## config.mk

```make
export PLATFORM = sky130hd
export DESIGN_NAME = event_register_serial_access
export DESIGN_NICKNAME = d
export VERILOG_FILES = /design/src/evreg_pkg.sv /design/src/event_register_serial_access.sv /design/src/event_store.sv /design/src/seconds_timer.sv
export SDC_FILE = /design/constraint.sdc
export NUM_CORES = 1
export LEC_CHECK = 0
export ABC_CLOCK_PERIOD_IN_PS = 4500
export BUFFER_PORTS_ARGS = -buffer_cell sky130_fd_sc_hd__buf_2
export CORE_ASPECT_RATIO = 0.9
export CORE_MARGIN = 2
export CORE_UTILIZATION = 45
export DETAILED_ROUTE_END_ITERATION = 7
export GPL_TIMING_DRIVEN = 0
export HOLD_SLACK_MARGIN = 0.12
export PLACE_DENSITY = 0.69
export SYNTH_ARGS = -nofsm -noshare
export SYNTH_HDL_FRONTEND = slang
export SYNTH_SLANG_ARGS = --single-unit
export TNS_END_PERCENT = 50
```

## constraint.sdc

```tcl
create_clock -name clk_in -period 4.5 [get_ports clk_in]
set_input_delay 0.45 -clock clk_in [delete_from_list [all_inputs] [get_ports clk_in]]
set_output_delay 0.45 -clock clk_in [all_outputs]
set_load 0.02 [all_outputs]
```

## src/evreg_pkg.sv

```systemverilog
// constants shared by the event register access block
package evreg_pkg;
  // register byte offsets
  localparam logic [7:0] OFS_EVT_READ   = 8'h00;
  localparam logic [7:0] OFS_EVT_REREAD = 8'h04;
  localparam logic [7:0] OFS_STATUS     = 8'h08;
  localparam logic [7:0] OFS_TIME       = 8'h0C;
  localparam logic [7:0] OFS_TYPE       = 8'h10;
  localparam logic [7:0] OFS_STORE      = 8'h14;
  localparam logic [7:0] OFS_CONFIG     = 8'h18;
  localparam logic [7:0] OFS_INPUT_CFG  = 8'h1C;
  localparam logic [7:0] OFS_IRQ_STATUS = 8'h20;
  localparam logic [7:0] OFS_IRQ_MASK   = 8'h24;
  // event record layout
  localparam int TIME_W     = 16;
  localparam int CHAN_W     = 4;
  localparam int CODE_W     = 11;
  localparam int REC_W      = TIME_W + CHAN_W + CODE_W;
  localparam int REC_VALID  = 31;
  localparam int EVT_DEPTH  = 16;
  // status code bits
  localparam int ST_AUTORST = 0;
  localparam int ST_OVF     = 1;
  // config register fields
  localparam int CFG_SET_LSB = 0;
  localparam int CFG_RUN     = 8;
  localparam int CFG_ILOCK   = 9;
  localparam logic [7:0] RST_CONFIG_SET = 8'h01;
  localparam logic       RST_RUN        = 1'b1;
  localparam logic       RST_ILOCK      = 1'b1;
  // input config fields, one bit per input 4..13
  localparam int NUM_IN      = 10;
  localparam int IN_DIR_LSB  = 0;
  localparam int IN_SIG_LSB  = 10;
  localparam int IN_OPCL_LSB = 20;
  localparam logic [9:0] RST_IN_DIR  = 10'h3FF;
  localparam logic [9:0] RST_IN_SIG  = 10'h000;
  localparam logic [9:0] RST_IN_OPCL = 10'h000;
  // interrupt bits
  localparam int IRQ_EVT   = 0;
  localparam int IRQ_OVF   = 1;
  localparam int IRQ_STORE = 2;
  localparam int IRQ_W     = 3;
  // timing
  localparam longint CLK_HZ         = 25_000_000;
  localparam longint STORE_TIME_MS  = 5000;
  localparam longint STORE_CYCLES   = (STORE_TIME_MS * CLK_HZ) / 1000;
  localparam longint MS_CYCLES      = CLK_HZ / 1000;
  localparam longint STARTUP_TIME_MS = 100;
  localparam longint STARTUP_CYCLES = (STARTUP_TIME_MS * CLK_HZ) / 1000;
  localparam logic [15:0] TIME_MAX_MS = 16'hEA5F;
  // arbitrary neutral type name "MOD1"
  localparam logic [31:0] TYPE_NAME_DEF = 32'h4D4F4431;
endpackage

```

## src/event_register_serial_access.sv

```systemverilog
// event register, status, time and parameter access over avalon-mm
//
// Chosen here: the Avalon-MM interface to the registers and the register offsets.
`timescale 1ns/100ps
module event_register_serial_access #(
  parameter int          DEPTH      = evreg_pkg::EVT_DEPTH,
  parameter int          STORE_CYC  = int'(evreg_pkg::STORE_CYCLES),
  parameter int          MS_CYC     = int'(evreg_pkg::MS_CYCLES),
  parameter int          START_CYC  = int'(evreg_pkg::STARTUP_CYCLES),
  parameter logic [31:0] TYPE_NAME  = evreg_pkg::TYPE_NAME_DEF
) (
  input  wire logic        clk_in,
  input  wire logic        rst_n_in,
  input  wire logic        ce_in,
  // avalon-mm slave
  input  wire logic [7:0]  avs_address_in,
  input  wire logic        avs_read_in,
  input  wire logic        avs_write_in,
  input  wire logic [31:0] avs_writedata_in,
  output logic [31:0]      avs_readdata_out,
  output logic             avs_waitrequest_out,
  // event source, same clock
  input  wire logic        evt_valid_in,
  input  wire logic [3:0]  evt_channel_in,
  input  wire logic [10:0] evt_code_in,
  input  wire logic        auto_reset_in,
  // front buttons, asynchronous pins
  input  wire logic        btn_step_in,
  input  wire logic        btn_select_in,
  // parameter outputs
  output logic [7:0]       config_set_select_out,
  output logic             program_run_select_out,
  output logic             interlock_enable_out,
  output logic [9:0]       input_active_high_out,
  output logic [9:0]       input_signal_en_out,
  output logic [9:0]       input_opcl_en_out,
  output logic             eeprom_store_busy_out,
  output logic             display_on_out,
  output logic             irq_out
);
  localparam int REC_W = evreg_pkg::REC_W;

  // bus state
  logic        ack_q, ack_d;
  logic [31:0] rdata_q, rdata_d;
  logic        req;
  logic        wr_take;
  logic        rd_take;
  // event path
  logic [REC_W-1:0] fifo_rec;
  logic             fifo_empty;
  logic             fifo_drop;
  logic             pop;
  logic [31:0]      last_q, last_d;
  logic [15:0]      now_ms;
  // status and parameters
  logic [1:0]  status_q, status_d;
  logic [7:0]  cfg_set_q, cfg_set_d;
  logic        run_q, run_d;
  logic        ilock_q, ilock_d;
  logic [9:0]  in_dir_q, in_dir_d;
  logic [9:0]  in_sig_q, in_sig_d;
  logic [9:0]  in_opcl_q, in_opcl_d;
  // eeprom store and startup
  logic [31:0] store_cnt_q, store_cnt_d;
  logic        busy_q, busy_d;
  logic        store_done;
  logic [31:0] start_cnt_q, start_cnt_d;
  logic        started_q, started_d;
  logic        factory;
  logic [1:0]  btn_s1_q, btn_s2_q;
  // interrupts
  logic [evreg_pkg::IRQ_W-1:0] irq_st_q, irq_st_d, irq_mask_q, irq_mask_d;
  logic                        irq_q, irq_d;
  logic [evreg_pkg::IRQ_W-1:0] irq_set;

  event_store #(
    .DEPTH (DEPTH),
    .W     (REC_W)
  ) u_store (
    .clk_in    (clk_in),
    .rst_n_in  (rst_n_in),
    .ce_in     (ce_in),
    .push_in   (evt_valid_in),
    .rec_in    ({evt_code_in, evt_channel_in, now_ms}),
    .pop_in    (pop),
    .rec_out   (fifo_rec),
    .empty_out (fifo_empty),
    .drop_out  (fifo_drop)
  );

  seconds_timer #(
    .MS_CYC (MS_CYC)
  ) u_timer (
    .clk_in      (clk_in),
    .rst_n_in    (rst_n_in),
    .ce_in       (ce_in),
    .load_in     (wr_take && avs_address_in == evreg_pkg::OFS_TIME),
    .load_val_in (avs_writedata_in[15:0]),
    .ms_out      (now_ms)
  );

  // button pins pass two flops; only the second stage is read
  always_ff @(posedge clk_in or negedge rst_n_in) begin
    if (!rst_n_in) begin
      btn_s1_q <= 2'h0;
      btn_s2_q <= 2'h0;
    end else if (ce_in) begin
      btn_s1_q <= {btn_select_in, btn_step_in};
      btn_s2_q <= btn_s1_q;
    end
  end

  // one ack cycle per request; a write or read side effect lands on the ack edge
  always_comb begin
    req     = avs_read_in || avs_write_in;
    ack_d   = ce_in ? (req && !ack_q) : ack_q;
    wr_take = ce_in && ack_q && avs_write_in;
    rd_take = ce_in && ack_q && avs_read_in;
    // pop only a record that was really handed out; an event that lands while an
    // empty read is pending must stay stored for the next read
    pop     = rd_take && avs_address_in == evreg_pkg::OFS_EVT_READ
              && rdata_q[evreg_pkg::REC_VALID];
    rdata_d = rdata_q;
    if (ce_in && req && !ack_q) begin
      unique case (avs_address_in)
        evreg_pkg::OFS_EVT_READ:
          rdata_d = fifo_empty ? 32'h00000000 : {1'b1, fifo_rec};
        evreg_pkg::OFS_EVT_REREAD: rdata_d = last_q;
        evreg_pkg::OFS_STATUS:     rdata_d = {30'h0, status_q};
        evreg_pkg::OFS_TIME:       rdata_d = {16'h0000, now_ms};
        evreg_pkg::OFS_TYPE:       rdata_d = TYPE_NAME;
        evreg_pkg::OFS_STORE:      rdata_d = {31'h0, busy_q};
        evreg_pkg::OFS_CONFIG:     rdata_d = {22'h0, ilock_q, run_q, cfg_set_q};
        evreg_pkg::OFS_INPUT_CFG:  rdata_d = {2'h0, in_opcl_q, in_sig_q, in_dir_q};
        evreg_pkg::OFS_IRQ_STATUS: rdata_d = {29'h0, irq_st_q};
        evreg_pkg::OFS_IRQ_MASK:   rdata_d = {29'h0, irq_mask_q};
        default:                   rdata_d = 32'h00000000;
      endcase
    end
  end

  always_ff @(posedge clk_in or negedge rst_n_in) begin
    if (!rst_n_in) begin
      ack_q   <= 1'b0;
      rdata_q <= 32'h00000000;
    end else begin
      ack_q   <= ack_d;
      rdata_q <= rdata_d;
    end
  end

  // last delivered record kept apart so re-read survives later pushes
  always_comb begin
    last_d = pop ? rdata_q : last_q;
  end

  always_ff @(posedge clk_in or negedge rst_n_in) begin
    if (!rst_n_in) begin
      last_q <= 32'h00000000;
    end else begin
      last_q <= last_d;
    end
  end

  // status flags: new events win over a clear in the same cycle
  always_comb begin
    status_d = status_q;
    if (wr_take && avs_address_in == evreg_pkg::OFS_STATUS && avs_writedata_in == 32'h0) begin
      status_d = 2'h0;
    end
    if (ce_in && auto_reset_in) begin
      status_d[evreg_pkg::ST_AUTORST] = 1'b1;
    end
    if (fifo_drop) begin
      status_d[evreg_pkg::ST_OVF] = 1'b1;
    end
  end

  always_ff @(posedge clk_in or negedge rst_n_in) begin
    if (!rst_n_in) begin
      status_q <= 2'h0;
    end else begin
      status_q <= status_d;
    end
  end

  // startup window: both buttons seen at its end restore factory values
  always_comb begin
    start_cnt_d = start_cnt_q;
    started_d   = started_q;
    factory     = 1'b0;
    if (ce_in && !started_q) begin
      if (start_cnt_q == 32'(START_CYC - 1)) begin
        started_d = 1'b1;
        factory   = (btn_s2_q == 2'h3);
      end else begin
        start_cnt_d = start_cnt_q + 32'h00000001;
      end
    end
  end

  always_ff @(posedge clk_in or negedge rst_n_in) begin
    if (!rst_n_in) begin
      start_cnt_q <= 32'h00000000;
      started_q   <= 1'b0;
    end else begin
      start_cnt_q <= start_cnt_d;
      started_q   <= started_d;
    end
  end

  // parameters; factory restore reloads the reset values
  always_comb begin
    cfg_set_d = cfg_set_q;
    run_d     = run_q;
    ilock_d   = ilock_q;
    in_dir_d  = in_dir_q;
    in_sig_d  = in_sig_q;
    in_opcl_d = in_opcl_q;
    if (factory) begin
      cfg_set_d = evreg_pkg::RST_CONFIG_SET;
      run_d     = evreg_pkg::RST_RUN;
      ilock_d   = evreg_pkg::RST_ILOCK;
      in_dir_d  = evreg_pkg::RST_IN_DIR;
      in_sig_d  = evreg_pkg::RST_IN_SIG;
      in_opcl_d = evreg_pkg::RST_IN_OPCL;
    end else if (wr_take && avs_address_in == evreg_pkg::OFS_CONFIG) begin
      cfg_set_d = avs_writedata_in[evreg_pkg::CFG_SET_LSB +: 8];
      run_d     = avs_writedata_in[evreg_pkg::CFG_RUN];
      ilock_d   = avs_writedata_in[evreg_pkg::CFG_ILOCK];
    end else if (wr_take && avs_address_in == evreg_pkg::OFS_INPUT_CFG) begin
      in_dir_d  = avs_writedata_in[evreg_pkg::IN_DIR_LSB +: evreg_pkg::NUM_IN];
      in_sig_d  = avs_writedata_in[evreg_pkg::IN_SIG_LSB +: evreg_pkg::NUM_IN];
      in_opcl_d = avs_writedata_in[evreg_pkg::IN_OPCL_LSB +: evreg_pkg::NUM_IN];
    end
  end

  always_ff @(posedge clk_in or negedge rst_n_in) begin
    if (!rst_n_in) begin
      cfg_set_q <= evreg_pkg::RST_CONFIG_SET;
      run_q     <= evreg_pkg::RST_RUN;
      ilock_q   <= evreg_pkg::RST_ILOCK;
      in_dir_q  <= evreg_pkg::RST_IN_DIR;
      in_sig_q  <= evreg_pkg::RST_IN_SIG;
      in_opcl_q <= evreg_pkg::RST_IN_OPCL;
    end else begin
      cfg_set_q <= cfg_set_d;
      run_q     <= run_d;
      ilock_q   <= ilock_d;
      in_dir_q  <= in_dir_d;
      in_sig_q  <= in_sig_d;
      in_opcl_q <= in_opcl_d;
    end
  end

  // eeprom store timer; a request while busy is ignored, not queued
  always_comb begin
    store_cnt_d = store_cnt_q;
    busy_d      = busy_q;
    store_done  = 1'b0;
    if (ce_in && busy_q) begin
      if (store_cnt_q == 32'(STORE_CYC - 1)) begin
        busy_d      = 1'b0;
        store_done  = 1'b1;
        store_cnt_d = 32'h00000000;
      end else begin
        store_cnt_d = store_cnt_q + 32'h00000001;
      end
    end else if (factory || (wr_take && avs_address_in == evreg_pkg::OFS_STORE
                             && avs_writedata_in == 32'h1)) begin
      busy_d      = 1'b1;
      store_cnt_d = 32'h00000000;
    end
  end

  always_ff @(posedge clk_in or negedge rst_n_in) begin
    if (!rst_n_in) begin
      store_cnt_q <= 32'h00000000;
      busy_q      <= 1'b0;
    end else begin
      store_cnt_q <= store_cnt_d;
      busy_q      <= busy_d;
    end
  end

  // sticky interrupt bits, write one to clear, set beats clear
  always_comb begin
    irq_set    = {store_done, fifo_drop, ce_in && evt_valid_in && !fifo_drop};
    irq_st_d   = irq_st_q;
    irq_mask_d = irq_mask_q;
    if (wr_take && avs_address_in == evreg_pkg::OFS_IRQ_STATUS) begin
      irq_st_d = irq_st_q & ~avs_writedata_in[evreg_pkg::IRQ_W-1:0];
    end
    if (wr_take && avs_address_in == evreg_pkg::OFS_IRQ_MASK) begin
      irq_mask_d = avs_writedata_in[evreg_pkg::IRQ_W-1:0];
    end
    irq_st_d = irq_st_d | irq_set;
    irq_d    = |(irq_st_d & irq_mask_d);
  end

  always_ff @(posedge clk_in or negedge rst_n_in) begin
    if (!rst_n_in) begin
      irq_st_q   <= '0;
      irq_mask_q <= '0;
      irq_q      <= 1'b0;
    end else begin
      irq_st_q   <= irq_st_d;
      irq_mask_q <= irq_mask_d;
      irq_q      <= irq_d;
    end
  end

  // all outputs straight from flops
  always_comb begin
    avs_readdata_out       = rdata_q;
    avs_waitrequest_out    = !ack_q;
    config_set_select_out  = cfg_set_q;
    program_run_select_out = run_q;
    interlock_enable_out   = ilock_q;
    input_active_high_out  = in_dir_q;
    input_signal_en_out    = in_sig_q;
    input_opcl_en_out      = in_opcl_q;
    eeprom_store_busy_out  = busy_q;
    display_on_out         = started_q;
    irq_out                = irq_q;
  end
endmodule

```

## src/event_store.sv

```systemverilog
// event record store, oldest first, drops on full
`timescale 1ns/100ps
module event_store #(
  parameter int DEPTH = 16,
  parameter int W     = 31
) (
  input  wire logic         clk_in,
  input  wire logic         rst_n_in,
  input  wire logic         ce_in,
  input  wire logic         push_in,
  input  wire logic [W-1:0] rec_in,
  input  wire logic         pop_in,
  output logic [W-1:0]      rec_out,
  output logic              empty_out,
  output logic              drop_out
);
  localparam int AW = $clog2(DEPTH);
  logic [W-1:0] mem_q [DEPTH];
  logic [AW:0]  wr_q, wr_d, rd_q, rd_d;
  logic         full;
  logic         do_push;

  // pointer arithmetic with a wrap bit gives honest full and empty
  always_comb begin
    full      = (wr_q[AW-1:0] == rd_q[AW-1:0]) && (wr_q[AW] != rd_q[AW]);
    empty_out = (wr_q == rd_q);
    do_push   = ce_in && push_in && !full;
    drop_out  = ce_in && push_in && full;
    wr_d      = do_push ? wr_q + 1'b1 : wr_q;
    rd_d      = (ce_in && pop_in && !empty_out) ? rd_q + 1'b1 : rd_q;
    rec_out   = mem_q[rd_q[AW-1:0]];
  end

  always_ff @(posedge clk_in or negedge rst_n_in) begin
    if (!rst_n_in) begin
      wr_q <= '0;
      rd_q <= '0;
    end else begin
      wr_q <= wr_d;
      rd_q <= rd_d;
    end
  end

  // storage has no reset; only written entries are ever read
  always_ff @(posedge clk_in) begin
    if (do_push) begin
      mem_q[wr_q[AW-1:0]] <= rec_in;
    end
  end
endmodule

```

## src/seconds_timer.sv

```systemverilog
// millisecond counter over one minute, loadable
`timescale 1ns/100ps
module seconds_timer #(
  parameter int MS_CYC = 25000
) (
  input  wire logic        clk_in,
  input  wire logic        rst_n_in,
  input  wire logic        ce_in,
  input  wire logic        load_in,
  input  wire logic [15:0] load_val_in,
  output logic [15:0]      ms_out
);
  logic [31:0] pre_q, pre_d;
  logic [15:0] ms_q, ms_d;

  // prescaler makes one tick per millisecond, wraps at 59.999 s
  always_comb begin
    pre_d = pre_q;
    ms_d  = ms_q;
    if (ce_in) begin
      if (load_in) begin
        pre_d = '0;
        ms_d  = (load_val_in > evreg_pkg::TIME_MAX_MS) ? evreg_pkg::TIME_MAX_MS
                                                       : load_val_in;
      end else if (pre_q == 32'(MS_CYC - 1)) begin
        pre_d = '0;
        ms_d  = (ms_q == evreg_pkg::TIME_MAX_MS) ? 16'h0000 : ms_q + 16'h0001;
      end else begin
        pre_d = pre_q + 32'h00000001;
      end
    end
    ms_out = ms_q;
  end

  always_ff @(posedge clk_in or negedge rst_n_in) begin
    if (!rst_n_in) begin
      pre_q <= '0;
      ms_q  <= '0;
    end else begin
      pre_q <= pre_d;
      ms_q  <= ms_d;
    end
  end
endmodule

```

==> flow_summary.yaml, run 1 <==
worst_setup_path:
  rr_startpoint: "ack_q"
  crit_path_end_kind: "register"
  cp.depth: 6
  path_cells: "inv_1, o211ai_1, nor4_2, nand2_1, a211oi_1, a221o_1"
  startpoint: "ack_q"
  reg2regPathDepth: 6
  crit_type: "register to register"
  startpoint_type: "register"
  path_max_fanout: 9
  crit_end: "avs_readdata_out[6]"
  max_stage_delay_ns: 1.07
  timing.rr.end: "avs_readdata_out[6]"
  cp_slowest_cell: "nor4_2"
  cp.required_ns: 5.07
  path_buf_inv: 1
  rrSetupSlack_ns: 0.71
  crit_arrival_ns: 4.35
  crit_family: "simple AND/OR/NAND/NOR gates"
grt:
  gr-usage-met2_pct: 37.4
  grt_pass1_vias: 19543
  grt_max_degree: 124
  met3_usage_pct: 5.65
  use_met1_pct: 34.1
  grt_use_total_pct: 24.7
  antenna_found_initial: 4
  grt.busiest_layer: "met2"
  grt-ovfl-total: 0
  grt_first_pass_wirelength_mm: 128
timing:
  max_slew_margin_pct: 14.0
  finClkSkew_ns: 0.0207
  finalSetupViolations: 0
  fin_setup_tns_ns: 0
  fin_crit_sh_pct: 84.2
  worst_pin_slew_ns: 1.28
  fin_ws_ns: 0.711
  hold_ws_ns: 0.150
  slew_violations: 0
  hold_viol_final: 0
  finalWorstPathRequiredPeriod_ns: 3.79
  fmax_ghz: 0.264
  rsz0062_at_grt: "no"
min_path:
  hold_path_class: "input port to register"
pwr:
  p_leak_nw: 13.3
  p_sw_share_pct: 23.5
  power_density_nw_per_um2: 406
  intPower_mw: 11.3
  vdd_drop_max_v: 0.000276
  clkPwrFrac_pct: 41.3
  switching_power_mw: 3.47
  power_frac_comb_pct: 6.5
  power_frac_seq_pct: 52.2
  total_power_mw: 14.7
yosys:
  synth_warnings: 0
  async_flop_share_pct: 32.8
  ys_seq_area_share_pct: 67.4
  syn_area_um2: 31100
  syn_avg_cell_area_um2: 15.3
  synth_cell_types: 81
  syn_inst: 2029
  synth_nets: 2102
  ys.flop_type: "edfxtp_1"
  synth_seq_cells: 738
  synth_edf_count: 496
routing:
  via_count: 19746
  dr.first_iter.drc_count: 2388
  dr.pass1.iters: 6
  antenna_left: 0
  route.detailed.drc: 0
  drt-vias-per-instance: 5.99
  routed_wl_mm: 87.0
  wl_per_cell_um: 26.4
die:
  fp.coreArea_um2: 68400
  io_pins: 140
  dieArea_um2: 71200
  dieHeight_um: 253
  num_rows: 91
  die_x_um: 281
  initial_core_util_pct: 45.5
cts:
  clk_latency_ns: 0.64
  clkSlewWorstSetupHoldPaths_ns: 0.06
  htree_levels: 3
  cts_buffers: 75
  clockBufferDepth: 3
  cts_tree: "yes"
  cts-root-buf: "clkbuf_16"
  cts_resized: 0
  cts_sinks: 738
finish:
  fin_area_um2: 36300
  fin_util_pct: 53.0
  drive_gt1_share_pct: 24.6
  layout.nets: 2378
  area_growth_pct: 16.7
  fin_cells: 3296
placed_design:
  placement.io_buffers: 136
  dp_hpwl_mm: 59.3
  placed_area_um2: 33600
  dp_cells: 3130
  place_congestion: 0.906
  preCtsSetupSlack_ns: 0.618
outcome:
  status: "finished, final reports clean"
job:
  max-cap-violations: 0
==> cell families (layout without fill, tap and decap cells) <==
family | count (synthesis) | after routing | share of synthesized area (%)
AOI/OAI and AO/OA | 272 | 272 | 5.47
xor gates and xnor gates | 72 | 72 | 2.03
adders and majority gates | 9 | 9 | 0.362
buffers and inverters | 127 | 461 | 1.77
DFF | 738 | 738 | 67.4
muxes | 221 | 221 | 13.2
other | 0 | 3 | 0
and+or+nand+nor | 590 | 590 | 9.78
==> power groups by stage <==
stage / combinational (mW) / sequential, mW / clock [mW]
after floorplan: 0.445 / 7.78 / 0
after global placement: 0.761 / 7.83 / 0
after detailed placement: 0.923 / 7.82 / 0
after CTS: 0.948 / 7.68 / 6.16
after global routing: 1.01 / 7.71 / 6.42
final: 0.950 / 7.68 / 6.09
==> layer usage <==
layer | up-vias | wire length [um]
met1 | 10128 | 35100
met5 | - | 0
li1 | 8432 | -
met4 | 0 | 3820
met3 | 180 | 8260
met2 | 1006 | 39900
==> worst reg2reg max path: stages (launching register included) <==
cell and delay [ns]:
dfrtp_1 0.39, inv_1 0.10, o211ai_1 0.37, nor4_2 1.07, nand2_1 0.70, a211oi_1 0.89
a221o_1 0.20
==> cell usage in the layout, fill, tap and decap left out, drive strengths merged, types with 34 or more instances in the layout <==
cell	instances
edfxtp	496
dfrtp	229
buf	221
nand2	205
clkbuf	148
mux4	146
nand3	101
o21ai	85
nor2	84
a21oi	83
mux2	50
xnor2	43
nor3	34
==> timing repair <==
action / CTS / global route
hold buffers: 28 / 0
setup buffers: 0 / 0
endpoints found under the hold margin: 153 / 0
==> how the worst min path moves through the flow <==
stage / start / to / cells past startpoint
2_1_floorplan: rst_n_in / ack_q / 0
3_3_place_gp: last_q[31] / last_q[31] / 1
5_1_grt: avs_writedata_in[16] / input_signal_en_out[6] / 3
6_report: avs_writedata_in[14] / input_signal_en_out[4] / 3
3_5_place_dp: rst_n_in / start_cnt_q[29] / 1
4_1_cts: avs_writedata_in[17] / input_signal_en_out[7] / 3
==> final cells by class <==
class	instances	area (um2)
clock buffer	94	2030
buffer	104	463
timing repair buffer	199	1530
fill	5435	32100
tap	930	1160
inverter	23	86.3
antenna	3	7.51
sequential	738	21000
clock inverter	41	357
multi-input combinational	1164	9700
==> state kept, by name, indices dropped and copies added, names as in the netlist, 8 cells and up <==
signal and cells:
start_cnt_q 32, u_timer.pre_q 32, u_store.mem_q 496, last_q 32, avs_readdata_out 32, config_set_select_out 8, input_opcl_en_out 10, u_timer.ms_out 16
input_active_high_out 10, store_cnt_q 32, input_signal_en_out 10
==> synthesized netlist by cell type (all sizes together), types with 23 or more instances <==
master / instances / area [um2]
nand3: 101 / 516
edfxtp: 496 / 14900
xnor2: 43 / 377
nor3: 34 / 170
nor4: 28 / 260
buf: 50 / 257
clkbuf: 54 / 206
mux2: 50 / 563
xor2: 29 / 254
inv: 23 / 86.3
o21ai: 85 / 425
nand2: 205 / 772
nor2: 84 / 330
mux2i: 25 / 250
nand4: 31 / 200
a21oi: 83 / 419
mux4: 146 / 3290
dfrtp: 229 / 5730
Note: power is estimated with default switching activity, not from simulation.
==> run 2: changes to the inputs <==
Settings changed: ABC_CLOCK_PERIOD_IN_PS 4500 to 3400, PLACE_DENSITY 0.69 to 0.72.
Clock period 4.5 ns to 3.4 ns, I/O delays scaled along.
==> flow_summary.yaml, run 2 (same netlist as run 1, synthesis figures left out) <==
timing:
  fmax_ghz: 0.299
  finalWorstPathRequiredPeriod_ns: 3.34
  slew_violations: 0
  worst_pin_slew_ns: 1.13
  finalSetupViolations: 0
  max_slew_margin_pct: 24.0
  rsz0062_at_grt: "yes"
  hold_ws_ns: 0.274
  hold_viol_final: 0
  finClkSkew_ns: 0.0183
  fin_crit_sh_pct: 98.2
placed_design:
  dp_cells: 3121
  dp_hpwl_mm: 59.3
  placement.io_buffers: 136
  placed_area_um2: 33500
  place_congestion: 0.905
finish:
  fin_cells: 3306
  area_growth_pct: 17.0
  drive_gt1_share_pct: 23.7
  fin_util_pct: 53.2
  fin_area_um2: 36400
  layout.nets: 2390
  largest_reg_flops: 496
  layout_common_cells: "496 x edfxtp_1, 229 x dfrtp_1, 204 x nand2_1, 172 x buf_2, 146 x mux4_2"
  final_common_cell: "edfxtp_1"
  fillCellCount: 5423
die:
  initial_core_util_pct: 45.5
  die_x_um: 281
  io_pins: 140
  num_rows: 91
  dieHeight_um: 253
  fp.coreArea_um2: 68400
  dieArea_um2: 71200
worst_setup_path:
  max_stage_delay_ns: 0.68
  crit_path_end_kind: "register"
  reg2regPathDepth: 8
  startpoint_type: "register"
  rr_startpoint: "u_store.wr_q[2]"
  path_max_fanout: 10
  crit_arrival_ns: 3.66
  timing.rr.end: "u_store.mem_q[1][24]"
  cpMostUsedCell: "buf_6"
  cp.required_ns: 3.73
  crit_family: "simple AND/OR/NAND/NOR gates"
  rrSetupSlack_ns: 0.06
  cp_slowest_cell: "nor3_2"
  crit_type: "register to register"
  path_buf_inv: 3
  path_cells: "clkbuf_2, xor2_1, nor4_2, a21oi_2, nand2_1, nor3_2, buf_6, buf_6"
cts:
  clk_latency_ns: 0.62
  htree_levels: 3
  cts_tree: "yes"
  clkSlewWorstSetupHoldPaths_ns: 0.06
  clockBufferDepth: 3
  cts_sinks: 738
  cts-root-buf: "clkbuf_16"
  cts_buffers: 74
routing:
  route.detailed.drc: 0
  wl_per_cell_um: 26.4
  via_count: 20122
  routed_wl_mm: 87.3
  drt-vias-per-instance: 6.09
  antenna_left: 0
  dr.pass1.iters: 6
  dr.first_iter.drc_count: 2380
pwr:
  clkPwrFrac_pct: 41.0
  vdd_drop_max_v: 0.000327
  intPower_mw: 14.9
  p_sw_share_pct: 23.1
  switching_power_mw: 4.48
  power_density_nw_per_um2: 533
  total_power_mw: 19.4
  power_frac_comb_pct: 6.6
  p_leak_nw: 13.4
  power_frac_seq_pct: 52.4
min_path:
  hp-start: "evt_valid_in"
  hold_path_class: "input port to register"
  hold_depth: 4
  holdPathEnd: "status_q[1]"
outcome:
  status: "finished, final reports clean"
grt:
  grt-ovfl-total: 0
  grt_pass1_vias: 19783
  grt_use_total_pct: 24.7
  antenna_found_initial: 6
  grt_first_pass_wirelength_mm: 129
  grt_max_degree: 123
job:
  max-cap-violations: 0
==> run 2: layout make-up <==
| class | instances | area (um2) | share of cell area (%) |
|---|---|---|---|
| Clock inverter | 26 | 270 | 0.743 |
| Antenna cell | 4 | 10.0 | 0.0275 |
| Inverter | 23 | 86.3 | 0.237 |
| Clock buffer | 105 | 2050 | 5.63 |
| Buffer | 103 | 460 | 1.27 |
| Multi-Input combinational cell | 1164 | 9730 | 26.7 |
| Tap cell | 930 | 1160 | 3.20 |
| Timing Repair Buffer | 213 | 1660 | 4.57 |
| Sequential cell | 738 | 21000 | 57.6 |
==> run 2: worst max path at each step <==
stage / from / to / cells past startpoint
3_3_place_gp: ce_in / u_store.mem_q[1][28] / 6
3_5_place_dp: ce_in / u_store.mem_q[3][17] / 9
5_1_grt: u_store.wr_q[2] / u_store.mem_q[2][9] / 8
2_1_floorplan: u_store.rd_q[0] / u_store.mem_q[1][0] / 6
6_report: u_store.wr_q[2] / u_store.mem_q[1][24] / 8
4_1_cts: u_store.rd_q[1] / avs_readdata_out[8] / 7
==> run 2: through the flow <==
stage                     worst slack [ns]  setup TNS (ns)
after floorplan                     -0.636          -39.46
after global placement               -3.94        -1703.29
after detailed placement            -0.449          -82.96
after CTS                           0.0531               0
after global routing               -0.0212          -0.170
final                               0.0607               0
==> run 2: repair_timing <==
item	4_1_cts	5_1_grt
endpoints found under the hold margin	412	0
resized for setup	1	4
hold buffers	49	0
pin swaps	0	2
buffers inserted	0	2
endpoints found under the setup margin	265	37
==> run 2: power groups by stage <==
| stage | Clock, mW | Combinational (mW) | Sequential, mW |
|---|---|---|---|
| 4_1_cts | 8.04 | 1.28 | 10.2 |
| 3_5_place_dp | 0 | 1.21 | 10.3 |
| 5_1_grt | 8.36 | 1.38 | 10.2 |
| 3_3_place_gp | 0 | 0.997 | 10.4 |
| 2_1_floorplan | 0 | 0.594 | 10.3 |
| 6_report | 7.95 | 1.28 | 10.2 |
==> run 2: tightest hold or removal path, delay by kind of cell <==
kind                   cells  cell delay, ns
buffers and inverters      1            0.14
and+or+nand+nor            2            0.20
AOI/OAI and AO/OA          1            0.15
==> run 2: routing by layer <==
metal | global-route usage, % | vias up | share of wire, % | wire length (um)
met5 | 0 | - | 0.015 | 13
met3 | 7.42 | 214 | 12 | 10100
met1 | 33.1 | 10251 | 39 | 33700
met2 | 36.8 | 1192 | 45 | 39400
li1 | - | 8463 | - | -
met4 | 12.1 | 2 | 4.7 | 4120
